**src/core/step_diag_pkg.sv**
```systemverilog
// Package for the micro-step translator and diagnostics block.
// Assumes a single 10 MHz clock; register map reached over AXI4-Lite.
package step_diag_pkg;

   // Register byte offsets
   localparam logic [7:0] CTRL_OFFS   = 8'h00;
   localparam logic [7:0] STAT0_OFFS  = 8'h04;
   localparam logic [7:0] STAT1_OFFS  = 8'h08;
   localparam logic [7:0] STAT2_OFFS  = 8'h0c;
   localparam logic [7:0] POS_OFFS    = 8'h10;
   localparam logic [7:0] CLEAR_OFFS  = 8'h14;

   // Control field positions
   localparam int RES_LSB    = 0;   // stepping_resolution_field [2:0]
   localparam int CODE_LSB   = 4;   // coil_amplitude_code [8:4]
   localparam int DIR_BIT    = 12;  // rotation_sense_bit
   localparam int POL_BIT    = 13;  // step_edge_polarity
   localparam int TRANSP_BIT = 14;  // backemf_transparency_bit
   localparam int DIV_BIT    = 15;  // backemf_divider_bit

   // Status 0 bit positions
   localparam int TW_BIT   = 0;
   localparam int OPA_BIT  = 1;
   localparam int OPB_BIT  = 2;
   localparam int CPF_BIT  = 3;
   localparam int TSD_BIT  = 4;

   // Clear register fields
   localparam int CLR_A_LSB   = 0;  // coil A overload clears [3:0]
   localparam int CLR_B_LSB   = 4;  // coil B overload clears [7:4]
   localparam int CLR_OPA_BIT = 8;
   localparam int CLR_OPB_BIT = 9;

   localparam logic [31:0] CTRL_RESET = 32'h0000_0000;

   // Current range boundaries
   localparam logic [4:0] RANGE1_FIRST = 5'h09;
   localparam logic [4:0] RANGE2_FIRST = 5'h10;
   localparam logic [4:0] RANGE3_FIRST = 5'h17;

   // Coarsest legal resolution code
   localparam logic [2:0] RES_MAX = 3'h4;

   // Open-coil time
   localparam int CLK_HZ    = 10_000_000;
   localparam int OPEN_MS   = 200;
   localparam int OPEN_CYC  = CLK_HZ / 1000 * OPEN_MS;

   localparam logic [1:0] RESP_OKAY   = 2'h0;
   localparam logic [1:0] RESP_SLVERR = 2'h2;

   // Analog sense inputs grouped
   typedef struct packed {
      logic       temp_warn;
      logic       temp_shut;
      logic [3:0] ovc_a;
      logic [3:0] ovc_b;
      logic       full_duty_a;
      logic       full_duty_b;
      logic       pump_low;
   } sense_t;

   // Drive outputs grouped
   typedef struct packed {
      logic [6:0] position;
      logic [4:0] amplitude;
      logic [1:0] range;
      logic       drive_a_en;
      logic       drive_b_en;
   } drive_t;

endpackage

```
**src/core/microstep_translator_diagnostics.sv**
```systemverilog
// Step translator, peak-current, back-EMF mode and fault latches.
// Assumes sense inputs and step pulses synchronous to aclk; AXI4-Lite master.
//
// Notes on behaviour
// - New resolution takes effect only at the first step pulse after write.
// - Finer resolution: snap position to the nearest point of the new grid.
// - Coarser at a shared index: continue with zero offset.
// - Coarser at unshared index: step by new increment keeping the offset.
// - Five-bit amplitude code selects one of 32 full-scale levels.
// - Changed amplitude code applies at the next PWM period.
// - Codes group into four low-side impedance ranges 0-8,9-15,16-22,23-31.
// - Back-EMF sampled at a PWM sample/hold strobe during a coil current zero crossing.
// - Transparent mode follows coil voltage; else shows the held sample.
// - A bit selects divide by two or by four of sampled voltage.
// - Thermal warning flag set while temperature exceeds warning level.
// - Shutdown temperature sets the shutdown flag and disables all drivers.
// - Shutdown flag clears only by a read while below warning level.
// - Any over-current sets its flag and switches drivers off.
// - One over-current flag per driver transistor, in two status registers.
// - Over-current flags latch, drivers off, until controller clears them.
// - Full duty longer than 200 ms disables that coil, sets open flag.
// - Pump fault flag is 1 while the pump voltage is insufficient.
// - Fault output low while any fault flag is set.
// - Polarity bit picks rising or falling step edge; direction up/down.
// - Readable 7-bit position in finest units updates right after a step.
//
// Decided for this implementation: the register addresses and the AXI4-Lite interface to the registers.
`timescale 1ns/1ps
module microstep_translator_diagnostics #(
   parameter int OPEN_CYCLES = step_diag_pkg::OPEN_CYC
) (
   // Clock and reset
   input  wire logic                 aclk,
   input  wire logic                 aresetn,
   // AXI4-Lite write
   input  wire logic [7:0]           s_axi_awaddr,
   input  wire logic                 s_axi_awvalid,
   output logic                      s_axi_awready,
   input  wire logic [31:0]          s_axi_wdata,
   input  wire logic [3:0]           s_axi_wstrb,
   input  wire logic                 s_axi_wvalid,
   output logic                      s_axi_wready,
   output logic [1:0]                s_axi_bresp,
   output logic                      s_axi_bvalid,
   input  wire logic                 s_axi_bready,
   // AXI4-Lite read
   input  wire logic [7:0]           s_axi_araddr,
   input  wire logic                 s_axi_arvalid,
   output logic                      s_axi_arready,
   output logic [31:0]               s_axi_rdata,
   output logic [1:0]                s_axi_rresp,
   output logic                      s_axi_rvalid,
   input  wire logic                 s_axi_rready,
   // Motor side
   input  wire logic                 step_pulse_input,
   input  wire logic                 pwm_sample_hold_strobe,
   input  wire logic                 coil_zero_cross,
   input  wire logic [7:0]           coil_voltage,
   input  wire step_diag_pkg::sense_t sense,
   output step_diag_pkg::drive_t     drive,
   output logic                      reverse,
   output logic [7:0]                backemf_output_pin,
   output logic                      fault_output_n
);
   // Counter needs at least two states to tell start from expiry
   if (OPEN_CYCLES < 2) begin : g_open_cycles_check
      $error("OPEN_CYCLES too small");
   end

   localparam int OW = $clog2(OPEN_CYCLES + 1);

   // Step increment in finest units for a resolution code
   function automatic logic [6:0] incr(input logic [2:0] r);
      return 7'h01 << r;
   endfunction

   // ---------------- Register storage ----------------
   logic [31:0] ctrl_reg;
   logic [2:0]  res_active_reg;
   logic [6:0]  pos_reg;
   logic        step_d_reg;
   logic        tw_reg, tsd_reg, opa_reg, opb_reg, cpf_reg;
   logic [3:0]  ova_reg, ovb_reg;
   logic [OW-1:0] cnt_a_reg, cnt_b_reg;
   logic [4:0]  amp_reg;
   logic [7:0]  held_reg;

   // ---------------- AXI handshakes ----------------
   logic aw_hold_reg, w_hold_reg;
   logic [7:0]  awaddr_reg;
   logic [31:0] wdata_reg;
   logic [3:0]  wstrb_reg;

   wire aw_take = s_axi_awvalid && s_axi_awready;
   wire w_take  = s_axi_wvalid && s_axi_wready;
   wire [7:0]  wa  = aw_take ? s_axi_awaddr : awaddr_reg;
   wire [31:0] wd  = w_take ? s_axi_wdata : wdata_reg;
   wire [3:0]  ws  = w_take ? s_axi_wstrb : wstrb_reg;
   wire have_aw = aw_take || aw_hold_reg;
   wire have_w  = w_take || w_hold_reg;
   wire wr_fire = have_aw && have_w && !s_axi_bvalid;
   wire wr_ctrl = wr_fire && (wa == step_diag_pkg::CTRL_OFFS);
   wire wr_clr  = wr_fire && (wa == step_diag_pkg::CLEAR_OFFS);
   wire wr_ok   = wa == step_diag_pkg::CTRL_OFFS ||
                  wa == step_diag_pkg::CLEAR_OFFS;
   wire bvalid_next = wr_fire || (s_axi_bvalid && !s_axi_bready);

   wire [31:0] wmask = {{8{ws[3]}}, {8{ws[2]}}, {8{ws[1]}}, {8{ws[0]}}};
   wire [31:0] ctrl_next = (ctrl_reg & ~wmask) | (wd & wmask);

   always_ff @(posedge aclk) begin
      if (!aresetn) begin
         aw_hold_reg <= 1'b0;
         w_hold_reg  <= 1'b0;
         awaddr_reg  <= 8'h00;
         wdata_reg   <= 32'h0000_0000;
         wstrb_reg   <= 4'h0;
         s_axi_bvalid <= 1'b0;
         s_axi_bresp  <= step_diag_pkg::RESP_OKAY;
         s_axi_awready <= 1'b1;
         s_axi_wready  <= 1'b1;
      end else begin
         if (aw_take) awaddr_reg <= s_axi_awaddr;
         if (w_take) begin
            wdata_reg <= s_axi_wdata;
            wstrb_reg <= s_axi_wstrb;
         end
         aw_hold_reg <= have_aw && !wr_fire;
         w_hold_reg  <= have_w && !wr_fire;
         if (wr_fire) begin
            s_axi_bvalid <= 1'b1;
            s_axi_bresp  <= wr_ok ? step_diag_pkg::RESP_OKAY
                                  : step_diag_pkg::RESP_SLVERR;
         end else if (s_axi_bready)
            s_axi_bvalid <= 1'b0;
         // Readies from flops: free once nothing is held and no answer waits
         s_axi_awready <= !(have_aw && !wr_fire) && !bvalid_next;
         s_axi_wready  <= !(have_w && !wr_fire) && !bvalid_next;
      end
   end

   always_ff @(posedge aclk) begin
      if (!aresetn)
         ctrl_reg <= step_diag_pkg::CTRL_RESET;
      else if (wr_ctrl)
         ctrl_reg <= ctrl_next;
   end

   // ---------------- Read channel ----------------
   wire rd_take = s_axi_arvalid && s_axi_arready;
   wire [31:0] stat0 = {27'h0, tsd_reg, cpf_reg, opb_reg, opa_reg, tw_reg};
   logic [31:0] rd_val;
   logic        rd_hit;
   always_comb begin
      rd_hit = 1'b1;
      unique case (s_axi_araddr)
         step_diag_pkg::CTRL_OFFS:  rd_val = ctrl_reg;
         step_diag_pkg::STAT0_OFFS: rd_val = stat0;
         step_diag_pkg::STAT1_OFFS: rd_val = {28'h0, ova_reg};
         step_diag_pkg::STAT2_OFFS: rd_val = {28'h0, ovb_reg};
         step_diag_pkg::POS_OFFS:   rd_val = {25'h0, pos_reg};
         default: begin
            rd_val = 32'h0000_0000;
            rd_hit = 1'b0;
         end
      endcase
   end

   always_ff @(posedge aclk) begin
      if (!aresetn) begin
         s_axi_rvalid <= 1'b0;
         s_axi_rdata  <= 32'h0000_0000;
         s_axi_rresp   <= step_diag_pkg::RESP_OKAY;
         s_axi_arready <= 1'b1;
      end else begin
         // Ready again only once the pending answer is gone
         s_axi_arready <= !(rd_take || (s_axi_rvalid && !s_axi_rready));
         if (rd_take) begin
            s_axi_rvalid <= 1'b1;
            s_axi_rdata  <= rd_val;
            s_axi_rresp  <= rd_hit ? step_diag_pkg::RESP_OKAY
                                   : step_diag_pkg::RESP_SLVERR;
         end else if (s_axi_rready)
            s_axi_rvalid <= 1'b0;
      end
   end

   // ---------------- Translator ----------------
   wire [2:0] res_req = ctrl_reg[step_diag_pkg::RES_LSB +: 3];
   wire       pol     = ctrl_reg[step_diag_pkg::POL_BIT];
   wire       dir     = ctrl_reg[step_diag_pkg::DIR_BIT];
   // Codes above half step fall back to half step
   wire [2:0] res_new = (res_req > step_diag_pkg::RES_MAX)
                        ? step_diag_pkg::RES_MAX : res_req;
   wire step_edge = pol ? (!step_pulse_input && step_d_reg)
                        : (step_pulse_input && !step_d_reg);
   wire [6:0] inc_new = incr(res_new);
   wire       finer   = res_new < res_active_reg;
   // Nearest point of the finer grid: round half up
   wire [6:0] half    = inc_new >> 1;
   wire [6:0] snapped = (7'(pos_reg + half)) & ~(7'(inc_new - 7'h01));
   // Coarser keeps any offset: plain add from the current index
   wire [6:0] base    = finer ? snapped : pos_reg;
   wire [6:0] pos_next = dir ? 7'(base - inc_new) : 7'(base + inc_new);

   always_ff @(posedge aclk) begin
      if (!aresetn) begin
         step_d_reg     <= 1'b0;
         pos_reg        <= 7'h00;
         res_active_reg <= 3'h0;
      end else begin
         step_d_reg <= step_pulse_input;
         if (step_edge) begin
            res_active_reg <= res_new;
            pos_reg        <= pos_next;
         end
      end
   end

   // ---------------- Amplitude ----------------
   wire [4:0] code = ctrl_reg[step_diag_pkg::CODE_LSB +: 5];
   always_ff @(posedge aclk) begin
      if (!aresetn)
         amp_reg <= 5'h00;
      else if (pwm_sample_hold_strobe)
         amp_reg <= code;
   end
   wire [1:0] range = (amp_reg >= step_diag_pkg::RANGE3_FIRST) ? 2'h3 :
                      (amp_reg >= step_diag_pkg::RANGE2_FIRST) ? 2'h2 :
                      (amp_reg >= step_diag_pkg::RANGE1_FIRST) ? 2'h1 :
                      2'h0;

   // ---------------- Back-EMF ----------------
   wire transp  = ctrl_reg[step_diag_pkg::TRANSP_BIT];
   wire div4    = ctrl_reg[step_diag_pkg::DIV_BIT];
   wire [7:0] scaled = div4 ? (coil_voltage >> 2) : (coil_voltage >> 1);
   wire sample_now = coil_zero_cross && pwm_sample_hold_strobe;
   always_ff @(posedge aclk) begin
      if (!aresetn) begin
         held_reg <= 8'h00;
         backemf_output_pin <= 8'h00;
      end else begin
         if (sample_now)
            held_reg <= scaled;
         backemf_output_pin <= transp ? scaled
                               : (sample_now ? scaled : held_reg);
      end
   end

   // ---------------- Fault flags ----------------
   wire       clr_ova    = wr_clr && ws[0];
   wire [3:0] clr_a_bits = wd[step_diag_pkg::CLR_A_LSB +: 4];
   wire [3:0] clr_b_bits = wd[step_diag_pkg::CLR_B_LSB +: 4];
   always_ff @(posedge aclk) begin
      if (!aresetn) begin
         tw_reg  <= 1'b0;
         tsd_reg <= 1'b0;
         cpf_reg <= 1'b1;
         ova_reg <= 4'h0;
         ovb_reg <= 4'h0;
      end else begin
         tw_reg  <= sense.temp_warn;
         cpf_reg <= sense.pump_low;
         if (sense.temp_shut)
            tsd_reg <= 1'b1;
         else if (rd_take && !sense.temp_warn)
            tsd_reg <= 1'b0;
         // Set wins over a clear in the same cycle
         ova_reg <= (clr_ova ? ova_reg & ~clr_a_bits : ova_reg)
                    | sense.ovc_a;
         ovb_reg <= (clr_ova ? ovb_reg & ~clr_b_bits : ovb_reg)
                    | sense.ovc_b;
      end
   end

   // Full duty watchdog per coil
   always_ff @(posedge aclk) begin
      if (!aresetn) begin
         cnt_a_reg <= '0;
         cnt_b_reg <= '0;
         opa_reg   <= 1'b0;
         opb_reg   <= 1'b0;
      end else begin
         cnt_a_reg <= !sense.full_duty_a ? '0 :
            (cnt_a_reg == OW'(OPEN_CYCLES) ? cnt_a_reg : OW'(cnt_a_reg + 1'b1));
         cnt_b_reg <= !sense.full_duty_b ? '0 :
            (cnt_b_reg == OW'(OPEN_CYCLES) ? cnt_b_reg : OW'(cnt_b_reg + 1'b1));
         if (cnt_a_reg == OW'(OPEN_CYCLES))
            opa_reg <= 1'b1;
         else if (wr_clr && wd[step_diag_pkg::CLR_OPA_BIT])
            opa_reg <= 1'b0;
         if (cnt_b_reg == OW'(OPEN_CYCLES))
            opb_reg <= 1'b1;
         else if (wr_clr && wd[step_diag_pkg::CLR_OPB_BIT])
            opb_reg <= 1'b0;
      end
   end

   // ---------------- Outputs ----------------
   wire global_off = tsd_reg || (|ova_reg) || (|ovb_reg);
   wire any_fault = tw_reg || tsd_reg || (|ova_reg) || (|ovb_reg) ||
                    opa_reg || opb_reg || cpf_reg;
   always_ff @(posedge aclk) begin
      if (!aresetn) begin
         drive          <= '0;
         reverse        <= 1'b0;
         fault_output_n <= 1'b1;
      end else begin
         drive.position   <= pos_reg;
         drive.amplitude  <= amp_reg;
         drive.range      <= range;
         drive.drive_a_en <= !global_off && !opa_reg;
         drive.drive_b_en <= !global_off && !opb_reg;
         reverse          <= dir;
         fault_output_n   <= !any_fault;
      end
   end

   // ---------------- Assertions ----------------
   AST_FAULT_LOW: assert property (@(posedge aclk) disable iff (!aresetn)
      any_fault |=> !fault_output_n)
      else $error("fault output not low");
   AST_FAULT_HIGH: assert property (@(posedge aclk) disable iff (!aresetn)
      !any_fault |=> fault_output_n)
      else $error("fault output stuck low");
   AST_TSD_OFF: assert property (@(posedge aclk) disable iff (!aresetn)
      sense.temp_shut |=> ##1 !drive.drive_a_en && !drive.drive_b_en)
      else $error("drivers on in shutdown");
   AST_TSD_HOLD: assert property (@(posedge aclk) disable iff (!aresetn)
      tsd_reg && !rd_take |=> tsd_reg)
      else $error("shutdown flag cleared without read");
   AST_OVC_LATCH: assert property (@(posedge aclk) disable iff (!aresetn)
      (sense.ovc_a != 4'h0) |=> (ova_reg != 4'h0) ##1 !drive.drive_a_en)
      else $error("overload not latched");
   AST_STEP_POS: assert property (@(posedge aclk) disable iff (!aresetn)
      step_edge |=> pos_reg != $past(pos_reg))
      else $error("position not updated");
   AST_RES_WAIT: assert property (@(posedge aclk) disable iff (!aresetn)
      !step_edge |=> $stable(res_active_reg))
      else $error("resolution changed without step");
   AST_AMP_PERIOD: assert property (@(posedge aclk) disable iff (!aresetn)
      !pwm_sample_hold_strobe |=> $stable(amp_reg))
      else $error("amplitude changed mid period");
   AST_OPEN_SET: assert property (@(posedge aclk) disable iff (!aresetn)
      cnt_a_reg == OW'(OPEN_CYCLES) |=> opa_reg)
      else $error("open coil not flagged");
   AST_PUMP: assert property (@(posedge aclk) disable iff (!aresetn)
      sense.pump_low |=> cpf_reg ##1 !fault_output_n)
      else $error("pump fault not shown");

endmodule // microstep_translator_diagnostics

```
**config.mk**
```make
export PLATFORM = sky130hd
export DESIGN_NAME = microstep_translator_diagnostics
export DESIGN_NICKNAME = d
export VERILOG_FILES = /design/src/core/step_diag_pkg.sv /design/src/core/microstep_translator_diagnostics.sv
export SDC_FILE = /design/constraint.sdc
export NUM_CORES = 1
export LEC_CHECK = 0
export BUFFER_PORTS_ARGS = -buffer_cell sky130_fd_sc_hd__buf_2
export CAP_MARGIN = 15
export CORE_MARGIN = 2
export CORE_UTILIZATION = 55
export DETAILED_ROUTE_END_ITERATION = 8
export GPL_TIMING_DRIVEN = 0
export PLACE_DENSITY = 0.83
export SLEW_MARGIN = 20
export SYNTH_ARGS = -nofsm -noshare
export SYNTH_HDL_FRONTEND = slang
export SYNTH_SLANG_ARGS = --single-unit
```
**constraint.sdc**
```tcl
create_clock -name aclk -period 4 [get_ports aclk]
set_input_delay 0.6 -clock aclk [delete_from_list [all_inputs] [get_ports aclk]]
set_output_delay 0.6 -clock aclk [all_outputs]
set_load 0.01 [all_outputs]
```
Word-level counts from Yosys, hierarchy flattened
Cells that the tools add are included.
- memories kept: 0
- ROM bits: 0
- logic and storage cells: 158
- memory bits (writable): 0
- output and inout port bits: 67
- bits in latches: 0
- input bits: 83
- flip-flop bits (word level): 224
- multiplexer cells: 29
- multiply operators: 0
- eq/ne operators: 7
- magnitude comparators: 5
- div/mod/pow operators: 0
- bitwise operators: 12
- shift operators: 1
- add/sub/neg operators: 6
- reduce and logical (&&, ||, !) cells: 62
- operators by type and width (operator ; count):
    $pmux 32 s5 ; 1
    $and 32x32->32 ; 2
    $add 21x1->21 const B ; 2
    $eq 21x21->1 const B ; 2
    $mux 32 ; 1
    $not 32->32 ; 1
    $or 32x32->32 ; 1
    $mux 8 ; 3
    $logic_and 1x1->1 ; 22
    $mux 7 ; 3
    $eq 8x4->1 const B ; 2
    $eq 8x5->1 const B ; 2
    $logic_not 8->1 ; 2
    $logic_not 1->1 ; 15
    $logic_or 1x1->1 ; 13
    $mux 1 ; 13
    $mux 4 ; 3
    $ge 5x5->1 const B ; 2
    $reduce_bool 2->1 ; 5
    $and 4x4->4 ; 2
    $eq 8x3->1 const B ; 1
    $mux 2 ; 4
    $not 4->4 ; 2
    $or 4x4->4 ; 2
    14 further kinds ; 16

Depth between registers and ports, before layout
- word-level depth: 9
- gate-level depth with buffers: 16
- gate-level depth less buffers: 15

Worst setup path before layout
No wires, ideal clock.
- path type: register to register
- from: register (tool-made name)
- to: register pos_reg[6]
- buffers on the path: 2
- slack: 0.704 ns
- required time: 3.866 ns
- cell stages (with the launch flop): 17
- arrival: 3.163 ns
- cell sequence: dfxtp_1 > clkbuf_1 > nor2b_1 > ha_1 > nand2b_1 > o221a_2 > or2_2 > clkbuf_1 > a21oi_1 > ha_1 > fa_1 > nor2b_1 > o31a_1 > o21ai_0 > nand2b_1 > xnor3_1 > o22ai_1
- RTL lines (what ; RTL line ; text):
    end signal, assigned ; microstep_translator_diagnostics.sv:215 ; pos_reg <= pos_next;
    end, declared ; microstep_translator_diagnostics.sv:80 ; logic [6:0] pos_reg;

==> impl_metrics.json <==
{
  "synth_ff_type": "dfxtp_1",
  "die_w_um": 135,
  "root_buffer": "clkbuf_16",
  "met2_usage": 0.439,
  "rsz0062_at_grt": "false",
  "clock_latency_ps": 500,
  "syn_to_final_growth_pct": 19.1,
  "synth_top_area_share": 0.474,
  "fin_worst_skew_ps": 9.50,
  "drc_errors": 0,
  "regToRegEndpoint": "pos_reg[6]",
  "place_congestion": 0.907,
  "cts_hold_buffers": 0,
  "critPathKind": "reg2reg",
  "drt_iter0_drc": 514,
  "grt_pass1_vias": 7801,
  "synth_area_per_cell_um2": 9.16,
  "ys_async_sr_fraction": 0,
  "fin_nets": 1298,
  "finalSetupViolCount": 0,
  "yosysTopAreaCell": "dfxtp_1",
  "coreArea_mm2": 0.0166,
  "yosys-top-cells-count": "dfxtp_1 (222), nand2_1 (118), nor2b_1 (82)",
  "vias": 7948,
  "port_buffers": 143,
  "viasPerCell": 5.55,
  "run_status": "finished clean",
  "cp.required_ps": 4420,
  "tightest_slew_ps": 768,
  "cts_buffer_depth": 3,
  "maxCapViolCount": 0,
  "cellPowerDensity_mw_per_mm2": 435,
  "worstRegToRegCells": 16,
  "wirelength_um": 23900,
  "grt_max_degree": 15,
  "grt_overflow": 0,
  "htree_levels": 1,
  "grt_use_met3": 0.0537,
  "post-place-ws_ps": 157,
  "max_slew_margin": 0.488,
  "fin_ws_ps": 303,
  "busiest_layer": "met2",
  "hold_path.class": "in2reg",
  "yosysUniqueCellTypes": 63,
  "wl_per_cell_um": 16.7,
  "syn_inst": 1025,
  "min_period_ps": 3700,
  "fmax_mhz": 270,
  "initial_utilization": 0.564,
  "fin_crit_sh": 0.924,
  "fin_setup_tns_ps": 0,
  "drive_gt1_frac": 0.182,
  "syn_area_mm2": 0.00939,
  "yosysWarnings": 0,
  "synth.most_common_cell": "dfxtp_1",
  "path_clk_slew_ps": 60,
  "antenna_found_initial": 4,
  "cp_max_fo": 10,
  "drv_slew": 0,
  "peakVddDrop_v": 0.000428,
  "cp-end-kind": "flip-flop",
  "synth-edff-count": 0,
  "critPathArrivalTime_ps": 4120,
  "nFillCells": 1281,
  "dp_hpwl_um": 17200,
  "std_cell_rows": 47,
  "min_delay_path_depth": 2,
  "numCtsBuffers": 23,
  "post-cts-setup-buffers": 0,
  "firstDrtPassIters": 5,
  "die_h_um": 135,
  "ant_nets": 0,
  "p_leak_nw": 4.74,
  "ios": 150,
  "ys_top_cells_by_area": "dfxtp_1 (47%), mux2i_1 (6.3%), nor2b_1 (5.5%)",
  "grt_usage": 0.261,
  "regToRegSetupSlack_ps": 300,
  "cts_tree": "done",
  "holdPathEnd": "cpf_reg",
  "yosysSeqAreaShare": 0.474,
  "clock_sinks": 222,
  "ys_ff_latch": 222,
  "start_kind": "flip-flop",
  "hold_start": "sense[0]",
  "grtUsageMet1": 0.328,
  "grt_pass1_wl_um": 38200,
  "die_area_mm2": 0.0181,
  "hold_violations": 0,
  "cts_resized": 0
}
==> per-layer routing <==
metal / share of wire / vias up
li1: - / 3866
met5: 0.0013 / -
met3: 0.067 / 79
met1: 0.42 / 3722
met4: 0.043 / 4
met2: 0.47 / 277
==> critical path: stages, from the launching register on <==
cell	delay (ps)
dfxtp_1	480
clkbuf_2	290
nor2b_1	100
ha_1	200
nand2b_1	140
o221a_2	240
or2_2	280
clkbuf_1	180
a21oi_1	180
ha_1	210
fa_1	240
nor2b_1	80
o31a_1	260
o21ai_0	170
nand2b_1	70
xnor3_1	350
o22ai_1	140
==> metrics by stage <==
stage	total power, mW	hold WS, ps	utilization	instance area, um^2	instances
finish	4.87	306	0.672	11200	1432
floorplan	2.57	422	-	9400	1028
CTS	4.89	303	0.671	11200	1431
detailed placement	2.71	446	0.624	10400	1391
global placement	2.70	440	0.624	10400	1391
global route	5.01	302	0.671	11200	1431
==> cell type report <==
cell class | count | area [um^2] | area share
Multi-Input combinational cell | 717 | 4580 | 0.409
Sequential cell | 222 | 4440 | 0.398
Timing Repair Buffer | 143 | 716 | 0.0640
Clock buffer | 32 | 659 | 0.0590
Tap cell | 220 | 275 | 0.0246
Buffer | 59 | 269 | 0.0241
Clock inverter | 8 | 123 | 0.0110
Inverter | 30 | 113 | 0.0101
Antenna cell | 1 | 2.50 | 0.000224
==> worst max-delay path by stage <==
stage / from / to / cells past startpoint
after global placement: flip-flop / pos_reg[6] / 16
after detailed placement: flip-flop / pos_reg[6] / 16
final: flip-flop / pos_reg[6] / 16
after CTS: flip-flop / pos_reg[6] / 16
after floorplan: flip-flop / pos_reg[6] / 16
after global routing: flip-flop / pos_reg[6] / 16
==> power by group <==
group | internal [mW] | leakage [nW] | switching [mW]
registers | 2.27 | 1.81 | 0.0379
clock network | 1.34 | 0.387 | 0.859
logic | 0.147 | 2.55 | 0.206
==> layout by cell type, fill, tap and decap left out, types with 5 or more instances in the layout <==
master     synthesis  routed
inv_1             30      30
a21boi_0          13      13
clkbuf_8           0       5
mux2i_1           59      59
o21a_1             6       6
dfxtp_1          222     222
nor2_1            68      67
nand4_1            5       5
clkbuf_1          41      43
nor4_1             8       8
and2_1            22      22
o211a_1           16      16
nor2b_1           82      82
clkbuf_16          0      23
or3_1              8       8
nand2_1          118     118
nand2b_1          14      14
xor2_1            23      23
and3_1            12      12
o22ai_1            5       5
buf_2              8     151
buf_4              5       5
nand3_1           32      32
o31ai_1            5       5
o21ai_0           52      52
a21oi_1           24      24
ha_1              18      18
a22oi_1           32      32
nor3_1            22      22
o21ai_2            8       8
xnor2_1           16      16
==> cells by family (layout without fill, tap and decap cells) <==
group,Yosys count,in the layout,share of synthesized area
and+or+nand+nor,414,414,0.225
DFF,222,222,0.474
AOI/OAI and AO/OA,178,178,0.129
buffers and inverters,89,272,0.0404
muxes,61,61,0.0665
xor gates and xnor gates,40,40,0.0388
adders and majority gates,20,20,0.0272
other,1,5,0.000400
Note: power is estimated with default switching activity, not from simulation.
